## src/sram_port_pkg.sv

```systemverilog
// Constants shared by the per-port control of the banked dual-port memory.
// Assumes the bank array itself lives outside and reads combinationally.
//
// Operation
// - Access only when primary select low and secondary select high.
// - Write stores only lanes whose enable is low; upper 17:9, lower 8:0.
// - Read drives only enabled lanes with drive enable low; others float.
// - Any lane combination is accepted, including none at all.
// - Drive enable high floats data outputs at once, without the clock.
// - Address strobe low loads external address, regardless of selects.
// - Strobe high and advance low increments counter, regardless of selects.
// - Strobe and advance both high hold counter; external address ignored.
// - Restore low returns counter to last strobe load, overriding all.
// - Restore address unknown at power-up; master should load one first.
// - Every strobe load also overwrites the stored restore address.
// - Advancing past word FFFh gives word 0h of the next bank.
// - Advancing past last word of bank 63 wraps to bank 0 word 0.
// - Flow-through read data in access cycle; pipelined one cycle later.
`default_nettype none

package sram_port_pkg;
  localparam int LANE_W = 9;
  localparam int DATA_W = 2 * LANE_W;
  localparam int WORD_W = 12;
  localparam int BANK_W = 6;
  localparam int ADDR_W = BANK_W + WORD_W;
  localparam logic [ADDR_W-1:0] ADDR_RST = 18'h00000;
  localparam logic [ADDR_W-1:0] ADDR_STEP = 18'h00001;
  localparam logic [1:0] LANES_NONE = 2'h0;
  localparam logic [DATA_W-1:0] DATA_RST = 18'h00000;
  localparam int UPPER_LANE = 1;
  localparam int LOWER_LANE = 0;
endpackage

`default_nettype wire

```

## src/sram_port_ctrl.sv

```systemverilog
// Per-port synchronous control: selects, lane enables, burst counter and
// the flow-through or pipelined read path of one memory port.
// Assumes the bank array answers mem_rdata_i combinationally from
// mem_addr_o, and that the bus master runs on core_clk_i.
`timescale 1ns/1ps
`default_nettype none

module sram_port_ctrl (
  // Clock and reset
  input wire logic core_clk_i,
  input wire logic rst_i,
  // Static configuration
  input wire logic pipeline_select_i,
  // Access control
  input wire logic primary_select_n_i,
  input wire logic secondary_select_i,
  input wire logic read_not_write_i,
  input wire logic upper_lane_enable_n_i,
  input wire logic lower_lane_enable_n_i,
  input wire logic output_drive_enable_n_i,
  // Address and counter control
  input wire logic address_load_strobe_n_i,
  input wire logic counter_advance_n_i,
  input wire logic counter_restore_n_i,
  input wire logic [sram_port_pkg::BANK_W-1:0] bank_select_i,
  input wire logic [sram_port_pkg::WORD_W-1:0] word_addr_i,
  // Data pins, split three ways
  input wire logic [sram_port_pkg::DATA_W-1:0] dq_i,
  output logic [sram_port_pkg::DATA_W-1:0] dq_o,
  output logic [sram_port_pkg::DATA_W-1:0] dq_oe_o,
  // Bank array side
  output logic [sram_port_pkg::ADDR_W-1:0] mem_addr_o,
  output logic mem_we_o,
  output logic [1:0] mem_lane_we_o,
  output logic [sram_port_pkg::DATA_W-1:0] mem_wdata_o,
  input wire logic [sram_port_pkg::DATA_W-1:0] mem_rdata_i,
  // Status
  output logic standby_o
);
  import sram_port_pkg::*;

  function automatic logic [DATA_W-1:0] lane_mask(input logic [1:0] lanes);
    lane_mask = {{LANE_W{lanes[UPPER_LANE]}}, {LANE_W{lanes[LOWER_LANE]}}};
  endfunction

  logic [ADDR_W-1:0] addr_reg;
  logic [ADDR_W-1:0] addr_next;
  logic [ADDR_W-1:0] restore_reg;
  logic [ADDR_W-1:0] restore_next;
  logic [1:0] wr_lane_reg;
  logic [DATA_W-1:0] wdata_reg;
  logic [1:0] rd_lane_reg;
  logic [1:0] stage_lane_reg;
  logic [DATA_W-1:0] stage_data_reg;
  logic [1:0] drive_reg;
  logic [1:0] drive_next;
  logic [DATA_W-1:0] dq_reg;
  logic [DATA_W-1:0] dq_next;
  logic standby_reg;

  wire port_selected = !primary_select_n_i && secondary_select_i;
  wire [1:0] lanes_on = {!upper_lane_enable_n_i, !lower_lane_enable_n_i};
  wire wr_fire = port_selected && !read_not_write_i;
  wire rd_fire = port_selected && read_not_write_i;
  wire [ADDR_W-1:0] ext_addr = {bank_select_i, word_addr_i};
  wire do_restore = !counter_restore_n_i;
  wire do_load = counter_restore_n_i && !address_load_strobe_n_i;
  wire do_advance = counter_restore_n_i && address_load_strobe_n_i
    && !counter_advance_n_i;

  // Restore beats load beats advance; a plain 18-bit add carries from the
  // word field into the bank field and wraps bank 63 back to bank 0.
  assign addr_next = do_restore ? restore_reg :
    do_load ? ext_addr :
    do_advance ? addr_reg + ADDR_STEP :
    addr_reg;
  assign restore_next = do_load ? ext_addr : restore_reg;

  // Only the static mode input picks one or two read stages.
  assign drive_next = pipeline_select_i ? stage_lane_reg : rd_lane_reg;
  assign dq_next = pipeline_select_i ? stage_data_reg : mem_rdata_i;

  // Counter registers take no part in selection, so they run every edge.
  // Restore value is cleared by reset only to keep it defined in simulation;
  // a master must still load it before relying on restore.
  always_ff @(posedge core_clk_i) begin
    if (rst_i) begin
      addr_reg <= ADDR_RST;
      restore_reg <= ADDR_RST;
    end else begin
      addr_reg <= addr_next;
      restore_reg <= restore_next;
    end
  end

  always_ff @(posedge core_clk_i) begin
    if (rst_i) begin
      wr_lane_reg <= LANES_NONE;
      rd_lane_reg <= LANES_NONE;
      wdata_reg <= DATA_RST;
      standby_reg <= 1'b1;
    end else begin
      wr_lane_reg <= wr_fire ? lanes_on : LANES_NONE;
      rd_lane_reg <= rd_fire ? lanes_on : LANES_NONE;
      wdata_reg <= dq_i;
      standby_reg <= !port_selected;
    end
  end

  always_ff @(posedge core_clk_i) begin
    if (rst_i) begin
      stage_lane_reg <= LANES_NONE;
      stage_data_reg <= DATA_RST;
      drive_reg <= LANES_NONE;
      dq_reg <= DATA_RST;
    end else begin
      stage_lane_reg <= rd_lane_reg;
      stage_data_reg <= mem_rdata_i;
      drive_reg <= drive_next;
      dq_reg <= dq_next;
    end
  end

  assign mem_addr_o = addr_reg;
  assign mem_lane_we_o = wr_lane_reg;
  assign mem_we_o = |wr_lane_reg;
  assign mem_wdata_o = wdata_reg;
  assign dq_o = dq_reg;
  assign standby_o = standby_reg;
  // Drive enable bypasses every register so it floats the bus at once.
  assign dq_oe_o = output_drive_enable_n_i ? DATA_RST
    : lane_mask(drive_reg);
endmodule // sram_port_ctrl

`default_nettype wire

```

## config.mk

```make
export PLATFORM = sky130hd
export DESIGN_NAME = sram_port_ctrl
export DESIGN_NICKNAME = d
export VERILOG_FILES = /design/src/sram_port_pkg.sv /design/src/sram_port_ctrl.sv
export SDC_FILE = /design/constraint.sdc
export NUM_CORES = 1
export LEC_CHECK = 0
export BUFFER_PORTS_ARGS = -buffer_cell sky130_fd_sc_hd__buf_4
export CORE_ASPECT_RATIO = 1.25
export CORE_MARGIN = 4
export CORE_UTILIZATION = 46
export CTS_BUF_LIST = sky130_fd_sc_hd__clkbuf_8
export DETAILED_ROUTE_END_ITERATION = 12
export PLACE_DENSITY = 0.78
export SLEW_MARGIN = 40
export SYNTH_ARGS = -nofsm -noshare
export SYNTH_HDL_FRONTEND = slang
export SYNTH_SLANG_ARGS = --single-unit
export TNS_END_PERCENT = 1
```

## constraint.sdc

```tcl
create_clock -name core_clk_i -period 1.7 [get_ports core_clk_i]
set_input_delay 0.085 -clock core_clk_i [delete_from_list [all_inputs] [get_ports core_clk_i]]
set_output_delay 0.085 -clock core_clk_i [all_outputs]
set_load 0.01 [all_outputs]
```

==> reports/results.ini, run 1 <==
[timing]
fmax_mhz=603.1
drv_slew=0
post-route-min-period_ps=1658
setup_viol=0
skew_ps=12.14
tightest_slew_ps=583.2
rsz0062_at_grt=true
max_slew_margin=0.6104
period_share=0.9753
hold_viol_final=0

[floorplan]
core_sq_um=8240
die_y_microns=110.6
initial_core_util=0.4704
dieArea_sq_um=9968
pin_count=142
dieWidth_microns=90.11
fp-row-count=37

[routing]
drt_iter0_drc=196
wire_per_inst_microns=15.81
drt_drc_violations_left=0
wirelength_met1_microns=4407
drt.antenna.violating_nets=0
via_per_inst=5.052
met3_length_microns=696
drt-total-wl_microns=11490
dr.max_layer_used=met4
wl_met2_microns=6235
routed-via-count=3673
drtPass1Iterations=4

[clocking]
clk_pin_slew_ps=100
cts_tree=done
cts_root_buf=clkbuf_8
cts_buffers=9
clock-sinks=99
cts_buffer_depth=2
htreeDepth=3
clk_latency_ps=360

[logic_synthesis]
yosysSeqAreaShare=0.5113
synth_nets=494
syn_area_sq_um=3876
ys_warn_count=0
async_flop_share=0
synth_ff_type=dfxtp_1
synthCells=427
synth_edf_count=0
yosysUniqueCellTypes=43
ys_seq_elements=99
syn_avg_cell_area_sq_um=9.078

[final_layout]
diodes=0
fill_cells=598
drive_above_1_share=0.3317
multi_input_area_sq_um=1699
nNetsFinal=692
synthToLayoutAreaGrowth_pct=53.49
final-seq-area_sq_um=1987
post-route-util=0.7220
fin_cells=727

[setup_path]
critPathLaunch=mem_addr_o[13]$_SDFFE_PP0P_
crit_path_start_kind=flop
critPathRequiredTime_ps=1940
cp_slowest_cell=dfxtp_1
cp-end-kind=flop
crit_chain=nand4_1, nor4_2, mux2_2, a221oi_2, nor2_1
cpPeakStageDelay_ps=390
reg2reg_from=mem_addr_o[13]$_SDFFE_PP0P_
crit_fanout=3
crit_type=flop to flop
arrival_ps=1900

[run]
cap_violations=0

[place]
place_inst=648
place_hpwl_microns=7349
gp_congestion=0.8930
port_buffers=141

[min_path]
min_from=word_addr_i[5]
hold_class=input pin to flop

[power_and_ir_drop]
powerDensity_nw_per_um2=833.8
finalPower_mw=4.961
p_leak_nw=2.625
peakVddDrop_mv=0.6191

[global_route]
grt_max_degree=39
antenna_found_initial=0
grt_pass1_wl_microns=18610
gr-total-overflow=0
grt_pass1_vias=3866
track_usage=0.2279

[run_status]
outcome=completed

## stage by stage
stage | instance area, sq um | setup WS [ps] | setup TNS, ps | hold slack [ps]
after floorplan | 3894 | 21.46 | 0 | 157.4
after global placement | 5057 | -29.71 | -29.71 | 259.7
after detailed placement | 5057 | -29.88 | -29.88 | 258.9
after CTS | 5901 | -6.067 | -6.067 | 8.077
after global routing | 5949 | -59.27 | -95.01 | 25.63
final | 5949 | 41.91 | 0 | 32.07
## cell usage after synthesis, drive strengths merged, types with 2 or more instances
cell    number  area share
a211oi      10       0.019
a21oi       32       0.041
a22oi        2      0.0039
a311oi       3      0.0068
a31oi        2      0.0032
and2         2      0.0032
and4         2      0.0045
buf         26       0.043
clkbuf      15       0.015
dfxtp       99        0.51
inv          8      0.0077
mux2         5       0.015
mux2i       27       0.070
nand2       46       0.045
nand2b       4      0.0065
nand3        8       0.012
nand4        3      0.0048
nor2        43       0.042
nor2b       41       0.066
nor3         7      0.0090
o21ai       17       0.022
o31ai        4      0.0090
or2          4      0.0065
xnor2        2      0.0045
xor2         2      0.0045
## cells by family (layout without fill, tap and decap cells)
| family | after synthesis | after routing | synth area share |
|---|---|---|---|
| AOI/OAI and AO/OA | 76 | 76 | 0.1181 |
| xor gates and xnor gates | 4 | 4 | 0.009040 |
| adders and majority gates | 1 | 1 | 0.003227 |
| buffers and inverters | 50 | 253 | 0.06585 |
| DFF | 99 | 99 | 0.5113 |
| muxes | 32 | 32 | 0.08425 |
| and+or+nand+nor | 165 | 165 | 0.2082 |
## worst paths after layout
| check | end | slack [ps] | depth (start not counted) |
|---|---|---|---|
| min | restore_reg[5]$_SDFFE_PP0P_ | 30 | 3 |
| max reg2reg | mem_addr_o[14]$_SDFFE_PP0P_ | 40 | 5 |
| min reg2reg | restore_reg[9]$_SDFFE_PP0P_ | 460 | 2 |
| max | mem_addr_o[14]$_SDFFE_PP0P_ | 40 | 5 |
## power by group
| group | leakage (nW) | internal (mW) | switching [mW] |
|---|---|---|---|
| sequential | 0.817 | 2.43 | 0.0530 |
| clock | 0.102 | 0.836 | 0.843 |
| combinational | 1.71 | 0.441 | 0.353 |
## timing repair
| item | CTS | global route |
|---|---|---|
| gates cloned | 0 | 0 |
| pin swaps | 2 | 3 |
| endpoints found under the hold margin | 75 | 0 |
| hold buffers | 59 | 0 |
| buffers inserted | 3 | 1 |
| gates resized for setup | 1 | 11 |
| setup endpoints to repair | 1 | 9 |
## placed cells by master (no fill, tap or decap), types with 2 or more instances in the layout
cell | synthesis | routed
nand2b_1 | 4 | 4
nand4_1 | 3 | 3
buf_12 | 0 | 2
a31oi_1 | 2 | 2
mux2i_1 | 27 | 27
nor2b_1 | 41 | 41
nand3_1 | 7 | 6
xor2_1 | 2 | 2
o31ai_2 | 1 | 2
clkbuf_8 | 0 | 9
mux2_2 | 5 | 5
nand3_2 | 1 | 2
a211oi_1 | 10 | 10
nor2_1 | 43 | 42
buf_4 | 16 | 167
nor3_1 | 7 | 6
and2_1 | 2 | 2
o21ai_0 | 17 | 16
o31ai_1 | 3 | 2
nand2_1 | 46 | 46
and4_1 | 2 | 2
a22oi_1 | 2 | 2
a21oi_1 | 32 | 32
inv_1 | 8 | 7
xnor2_1 | 2 | 2
clkinvlp_4 | 0 | 3
dlygate4sd3_1 | 0 | 59
dfxtp_1 | 99 | 97
a311oi_1 | 3 | 3
or2_2 | 3 | 3
bufinv_16 | 0 | 2
## layout make-up
cell class,count,area share
clock inverters,7,0.01682
multi-input cells,278,0.2856
flip-flops and latches,99,0.3340
clock buffers,9,0.02082
repair buffers,228,0.3167
inverters,9,0.005678
well taps,97,0.02040
## critical path, delay by kind of cell (launching register included)
kind,cells,cell delay (ps)
DFF,1,390
muxes,1,370
and+or+nand+nor,3,570
AOI/OAI and AO/OA,1,220
## per-layer routing
layer | GRT usage | vias up
li1 | - | 1818
met1 | 0.2499 | 1722
met2 | 0.4217 | 119
met3 | 0.04837 | 14
met4 | 0.09193 | 0
met5 | 0 | -
(Power assumes the default switching activity.)
==> inputs of run 2 (changes only) <==
--- a/config.mk
+++ b/config.mk
@@ -11,7 +11,7 @@
 export CORE_UTILIZATION = 46
 export CTS_BUF_LIST = sky130_fd_sc_hd__clkbuf_8
 export DETAILED_ROUTE_END_ITERATION = 12
-export PLACE_DENSITY = 0.78
+export PLACE_DENSITY_LB_ADDON = 0.25
 export SLEW_MARGIN = 40
 export SYNTH_ARGS = -nofsm -noshare
 export SYNTH_HDL_FRONTEND = slang
==> run 2 against run 1 <==
Non-clock buffer count is 7 lower. Hold slack lost 7.8 ps. Final area shrank 1.9%. Register-to-register slack improved by 40 ps. Final cell count is 0.96% lower. Critical path depth unchanged. Setup slack got worse by 16 ps. Clock-buffer cell count up 3. Sequential share of layout area up 0.64 points. Utilization decreased by 1.4 points. Critical path type is now input pin to flop.
==> reports/results.ini, run 2 (synthesis results as in run 1) <==
[power_and_ir_drop]
peakVddDrop_mv=0.6965  ; was 0.6191 mV
finalPower_mw=4.694  ; was 4.961 mW
powerDensity_nw_per_um2=804.0  ; was 833.8 nW/um^2
p_leak_nw=2.582  ; was 2.625 nW

[clocking]
clk_latency_ps=370  ; was 360 ps
clock-sinks=99  ; unchanged
htreeDepth=3  ; unchanged
cts_tree=done  ; unchanged
cts_buffer_depth=2  ; unchanged
cts_setup_buffers=0  ; was 3
cts_root_buf=clkbuf_8  ; unchanged
clk_pin_slew_ps=90  ; was 100 ps
cts_buffers=9  ; unchanged

[timing]
tightest_slew_ps=627.2  ; was 583.2 ps
setup_viol=0  ; unchanged
fmax_mhz=597.4  ; was 603.1 MHz
skew_ps=10.93  ; was 12.14 ps
max_slew_margin=0.5810  ; was 0.6104
setup_slack_ps=26.04  ; was 41.91 ps
post-route-min-period_ps=1674  ; was 1658 ps
drv_slew=0  ; unchanged
hold_viol_final=0  ; unchanged
rsz0062_at_grt=true  ; unchanged
period_share=0.9847  ; was 0.9753
tns_ps=0  ; unchanged
whs_ps=24.24  ; was 32.07 ps

[global_route]
grtUsageMet2=0.4148  ; was 0.4217
track_usage=0.2211  ; was 0.2279
grt_pass1_vias=3813  ; was 3866
met1_usage=0.2271  ; was 0.2499
met3_usage=0.06063  ; was 0.04837
antenna_found_initial=0  ; unchanged
busiest_layer=met2  ; unchanged
gr-total-overflow=0  ; unchanged
grt_max_degree=43  ; was 39
grt_pass1_wl_microns=17840  ; was 18610 microns

[setup_path]
crit_path_start_kind=input pin  ; was flop
critPathRequiredTime_ps=2010  ; was 1940 ps
cp-end-kind=flop  ; unchanged
crit_type=input pin to flop  ; was flop to flop
crit_fanout=4  ; was 3
arrival_ps=1980  ; was 1900 ps

[floorplan]
pin_count=142  ; unchanged
die_y_microns=110.6  ; unchanged
dieWidth_microns=90.11  ; unchanged
core_sq_um=8240  ; unchanged
fp-row-count=37  ; unchanged
dieArea_sq_um=9968  ; unchanged
initial_core_util=0.4704  ; unchanged

[run]
cap_violations=0  ; unchanged

[routing]
drtPass1Iterations=4  ; unchanged
drt_drc_violations_left=0  ; unchanged
drt-total-wl_microns=11000  ; was 11490 microns
via_per_inst=5.103  ; was 5.052
drt.antenna.violating_nets=0  ; unchanged
wire_per_inst_microns=15.27  ; was 15.81 microns
routed-via-count=3674  ; was 3673
drt_iter0_drc=148  ; was 196

[min_path]
hold_class=input pin to flop  ; unchanged

[run_status]
outcome=completed  ; unchanged

[final_layout]
nNetsFinal=685  ; was 692
diodes=0  ; unchanged
post-route-util=0.7085  ; was 0.7220
synthToLayoutAreaGrowth_pct=50.61  ; was 53.49%
drive_above_1_share=0.3210  ; was 0.3317
mostFrequentLayoutCells=buf_4 (163), dfxtp_1 (97), dlygate4sd3_1 (57), nand2_1 (46), nor2_1 (43)  ; was buf_4 (167), dfxtp_1 (97), dlygate4sd3_1 (59), nand2_1 (46), nor2_1 (42)
mostFrequentLayoutCell=buf_4  ; unchanged

[place]
port_buffers=141  ; unchanged
preCtsSetupSlack_ps=20.11  ; was -29.88 ps
place_hpwl_microns=7375  ; was 7349 microns
gp_congestion=0.8596  ; was 0.8930

run 2: path summary, 6_finish.rpt:
check                               from                     endpoint  slack (ps)  cells past startpoint
max                   primary_select_n_i  mem_lane_we_o[1]$_SDFF_PP0_          30                      5
min                       word_addr_i[5]  restore_reg[5]$_SDFFE_PP0P_          20                      3
max reg2reg   mem_addr_o[0]$_SDFFE_PP0P_  mem_addr_o[16]$_SDFFE_PP0P_          80                      6
min reg2reg  restore_reg[6]$_SDFFE_PP0P_  restore_reg[6]$_SDFFE_PP0P_         460                      2
run 2: worst max-delay path: stages:
cell and delay, ps:
dlygate4sd3_1 540, buf_4 130, or3b_2 510, nor3_1 150, dlygate4sd3_1 570
run 2: routing by layer:
metal / up-vias / routed length (microns) / part of all wire
met5: - / 0 / 0
met4: 0 / 255 / 0.023
met3: 21 / 757 / 0.069
met2: 126 / 5894 / 0.54
met1: 1730 / 4090 / 0.37
li1: 1797 / - / -
run 2: stage by stage:
step,instance area [sq um],instances
2_1_floorplan,3894,427
3_3_place_gp,5037,647
3_5_place_dp,5037,647
4_1_cts,5798,720
5_1_grt,5838,720
6_report,5838,720
run 2: repair_timing:
| item | in CTS | in global routing |
|---|---|---|
| gates resized for setup | 0 | 7 |
| endpoints found under the hold margin | 75 | 0 |
| endpoints found under the setup margin | 0 | 7 |
| hold buffers | 57 | 0 |
run 2: layout make-up:
class | count | area (sq um)
fillers | 629 | 2402
clock buffers | 12 | 165.2
inverters | 9 | 33.78
multi-input cells | 278 | 1692
flip-flops and latches | 99 | 1987
well taps | 97 | 121.4
clock inverters | 4 | 25.02
repair buffers | 221 | 1814
run 2: power breakdown:
group / switching, mW / internal, mW
clock: 0.783 / 0.648
sequential: 0.0505 / 2.43
combinational: 0.346 / 0.432
total: 1.18 / 3.51
==> inputs of run 3 (changes only) <==
--- a/config.mk
+++ b/config.mk
@@ -11,7 +11,7 @@
 export CORE_UTILIZATION = 46
 export CTS_BUF_LIST = sky130_fd_sc_hd__clkbuf_8
 export DETAILED_ROUTE_END_ITERATION = 12
-export PLACE_DENSITY_LB_ADDON = 0.25
+export PLACE_DENSITY_LB_ADDON = 0.3
 export SLEW_MARGIN = 40
 export SYNTH_ARGS = -nofsm -noshare
 export SYNTH_HDL_FRONTEND = slang
==> run 3 against run 2 <==
Die area did not move. Sequential share of layout area shrank 0.11 points. First-iteration DRC count is 16% higher. Critical path type unchanged. Critical endpoint is now mem_lane_we_o[0]$_SDFF_PP0_. Largest cell class unchanged.
==> reports/results.ini, run 3 (synthesis results as in run 1) <==
[routing]
via_per_inst=5.126  ; was 5.103
wire_per_inst_microns=15.07  ; was 15.27 microns
drtPass1Iterations=5  ; was 4
drt.antenna.violating_nets=0  ; unchanged
drt_iter0_drc=171  ; was 148
routed-via-count=3706  ; was 3674
drt_drc_violations_left=0  ; unchanged
drt-total-wl_microns=10900  ; was 11000 microns

[final_layout]
mostFrequentLayoutCells=buf_4 (165), dfxtp_1 (97), dlygate4sd3_1 (57), nand2_1 (46), nor2_1 (43)  ; was buf_4 (163), dfxtp_1 (97), dlygate4sd3_1 (57), nand2_1 (46), nor2_1 (43)
diodes=0  ; unchanged
nNetsFinal=688  ; was 685
synthToLayoutAreaGrowth_pct=51.10  ; was 50.61%
mostFrequentLayoutCell=buf_4  ; unchanged
drive_above_1_share=0.3243  ; was 0.3210

[timing]
tightest_slew_ps=611.4  ; was 627.2 ps
skew_ps=7.400  ; was 10.93 ps
post-route-min-period_ps=1678  ; was 1674 ps
fmax_mhz=596.0  ; was 597.4 MHz
hold_viol_final=0  ; unchanged
rsz0062_at_grt=true  ; unchanged
setup_viol=0  ; unchanged
period_share=0.9870  ; was 0.9847
drv_slew=0  ; unchanged
max_slew_margin=0.5916  ; was 0.5810
setup_slack_ps=22.02  ; was 26.04 ps

[setup_path]
arrival_ps=1970  ; was 1980 ps
reg2reg_slack_ps=100  ; was 80 ps
crit_fanout=4  ; unchanged
crit_path_start_kind=input pin  ; unchanged
r2r_end=mem_addr_o[14]$_SDFFE_PP0P_  ; was mem_addr_o[16]$_SDFFE_PP0P_
critPathBufInv=3  ; unchanged
crit_chain=dlygate4sd3_1, buf_4, or3b_2, nor3_2, dlygate4sd3_1  ; was dlygate4sd3_1, buf_4, or3b_2, nor3_1, dlygate4sd3_1
cp_common_cell=dlygate4sd3_1  ; unchanged
cp_slowest_cell=dlygate4sd3_1  ; unchanged
crit_family=buffers and inverters  ; unchanged
critPathRequiredTime_ps=1990  ; was 2010 ps
crit_type=input pin to flop  ; unchanged
cp-end-kind=flop  ; unchanged
reg2reg_from=mem_addr_o[12]$_SDFFE_PP0P_  ; was mem_addr_o[0]$_SDFFE_PP0P_
cpPeakStageDelay_ps=570  ; about the same
worstRegToRegCells=5  ; was 6

[floorplan]
core_sq_um=8240  ; unchanged
dieArea_sq_um=9968  ; unchanged
pin_count=142  ; unchanged
fp-row-count=37  ; unchanged
die_y_microns=110.6  ; unchanged
initial_core_util=0.4704  ; unchanged
dieWidth_microns=90.11  ; unchanged

[run_status]
outcome=completed  ; unchanged

[global_route]
track_usage=0.2186  ; was 0.2211
antenna_found_initial=0  ; unchanged
grt_pass1_wl_microns=17800  ; was 17840 microns
grt_max_degree=43  ; unchanged
gr-total-overflow=0  ; unchanged
grt_pass1_vias=3759  ; was 3813

[clocking]
clk_pin_slew_ps=90  ; about the same
clk_latency_ps=360  ; was 370 ps
cts_buffer_depth=2  ; unchanged
clock-sinks=99  ; unchanged
cts_tree=done  ; unchanged
cts_root_buf=clkbuf_8  ; unchanged
cts_buffers=9  ; unchanged
htreeDepth=3  ; unchanged

[min_path]
hold_class=input pin to flop  ; unchanged
min_from=word_addr_i[8]  ; was word_addr_i[5]
whs_path_depth=3  ; unchanged
min_to=restore_reg[8]$_SDFFE_PP0P_  ; was restore_reg[5]$_SDFFE_PP0P_

[power_and_ir_drop]
powerDensity_nw_per_um2=793.8  ; was 804.0 nW/um^2
peakVddDrop_mv=0.6015  ; was 0.6965 mV
finalPower_mw=4.649  ; was 4.694 mW
p_leak_nw=2.594  ; was 2.582 nW

[place]
preCtsSetupSlack_ps=49.17  ; was 20.11 ps
gp_congestion=0.8472  ; was 0.8596
place_hpwl_microns=7218  ; was 7375 microns
port_buffers=141  ; unchanged

[run]
cap_violations=0  ; unchanged

-- run 3: cell types whose count changed in the layout (fill, tap and decap cells not counted), sizes merged --
cell,change
buf,+3
clkbuf,-2
clkinvlp,+1
inv,+1
-- run 3: what timing repair did --
| action | CTS | global route |
|---|---|---|
| setup buffers | 0 | 0 |
| hold buffers | 57 | 0 |
| resized for setup | 0 | 7 |
| endpoints found under the hold margin | 75 | 0 |
| endpoints found under the setup margin | 0 | 7 |
-- run 3: cell type report --
| class | instances | area, sq um |
|---|---|---|
| Fill cell | 609 | 2384 |
| Sequential cell | 99 | 1987 |
| Timing Repair Buffer | 224 | 1849 |
| Multi-Input combinational cell | 278 | 1687 |
| Clock buffer | 10 | 137.6 |
| Tap cell | 97 | 121.4 |
| Clock inverter | 6 | 41.29 |
| Inverter | 9 | 33.78 |
-- run 3: metrics by stage --
| step | utilization | std cells | cell area [sq um] | hold WS (ps) | TNS, ps |
|---|---|---|---|---|---|
| 6_report | 0.7108 | 723 | 5857 | 35.07 | 0 |
| 5_1_grt | 0.7108 | 723 | 5857 | 32.62 | -26.38 |
| 4_1_cts | 0.7065 | 723 | 5822 | 8.810 | 0 |
| 3_5_place_dp | 0.6155 | 650 | 5072 | 260.9 | 0 |
| 3_3_place_gp | 0.6155 | 650 | 5072 | 262.0 | 0 |
| 2_1_floorplan | - | 427 | 3894 | 157.4 | 0 |
-- run 3: report_power, final --
group	total [mW]	leakage [nW]	switching (mW)	internal [mW]
combinational	0.783	1.69	0.345	0.438
clock	1.38	0.0901	0.807	0.573
sequential	2.49	0.817	0.0515	2.43
-- run 3: worst max path at each step --
stage | start | to | slack, ps | cells after the start
2_1_floorplan | mem_addr_o[1]$_SDFFE_PP0P_ | mem_addr_o[14]$_SDFFE_PP0P_ | 20 | 6
5_1_grt | mem_addr_o[0]$_SDFFE_PP0P_ | mem_addr_o[10]$_SDFFE_PP0P_ | -20 | 7
4_1_cts | mem_addr_o[0]$_SDFFE_PP0P_ | mem_addr_o[14]$_SDFFE_PP0P_ | 30 | 6
3_5_place_dp | mem_addr_o[0]$_SDFFE_PP0P_ | mem_addr_o[14]$_SDFFE_PP0P_ | 50 | 6
6_report | primary_select_n_i | mem_lane_we_o[0]$_SDFF_PP0_ | 20 | 5
3_3_place_gp | mem_addr_o[0]$_SDFFE_PP0P_ | mem_addr_o[14]$_SDFFE_PP0P_ | 50 | 6
-- run 3: per-layer routing --
layer | wire, microns | track usage | up-vias | part of all wire
met4 | 224 | 0.08580 | 0 | 0.021
met5 | 0 | 0 | - | 0
met1 | 4257 | 0.2330 | 1769 | 0.39
met2 | 5927 | 0.4138 | 104 | 0.54
li1 | - | - | 1813 | -
met3 | 486 | 0.04632 | 20 | 0.045
-- run 3: worst register-to-register path, stage by stage (launching register included) --
cell	delay, ps
dfxtp_1	350
nand4_1	190
nor4_2	320
mux2_2	370
a221oi_2	220
nor2_1	60
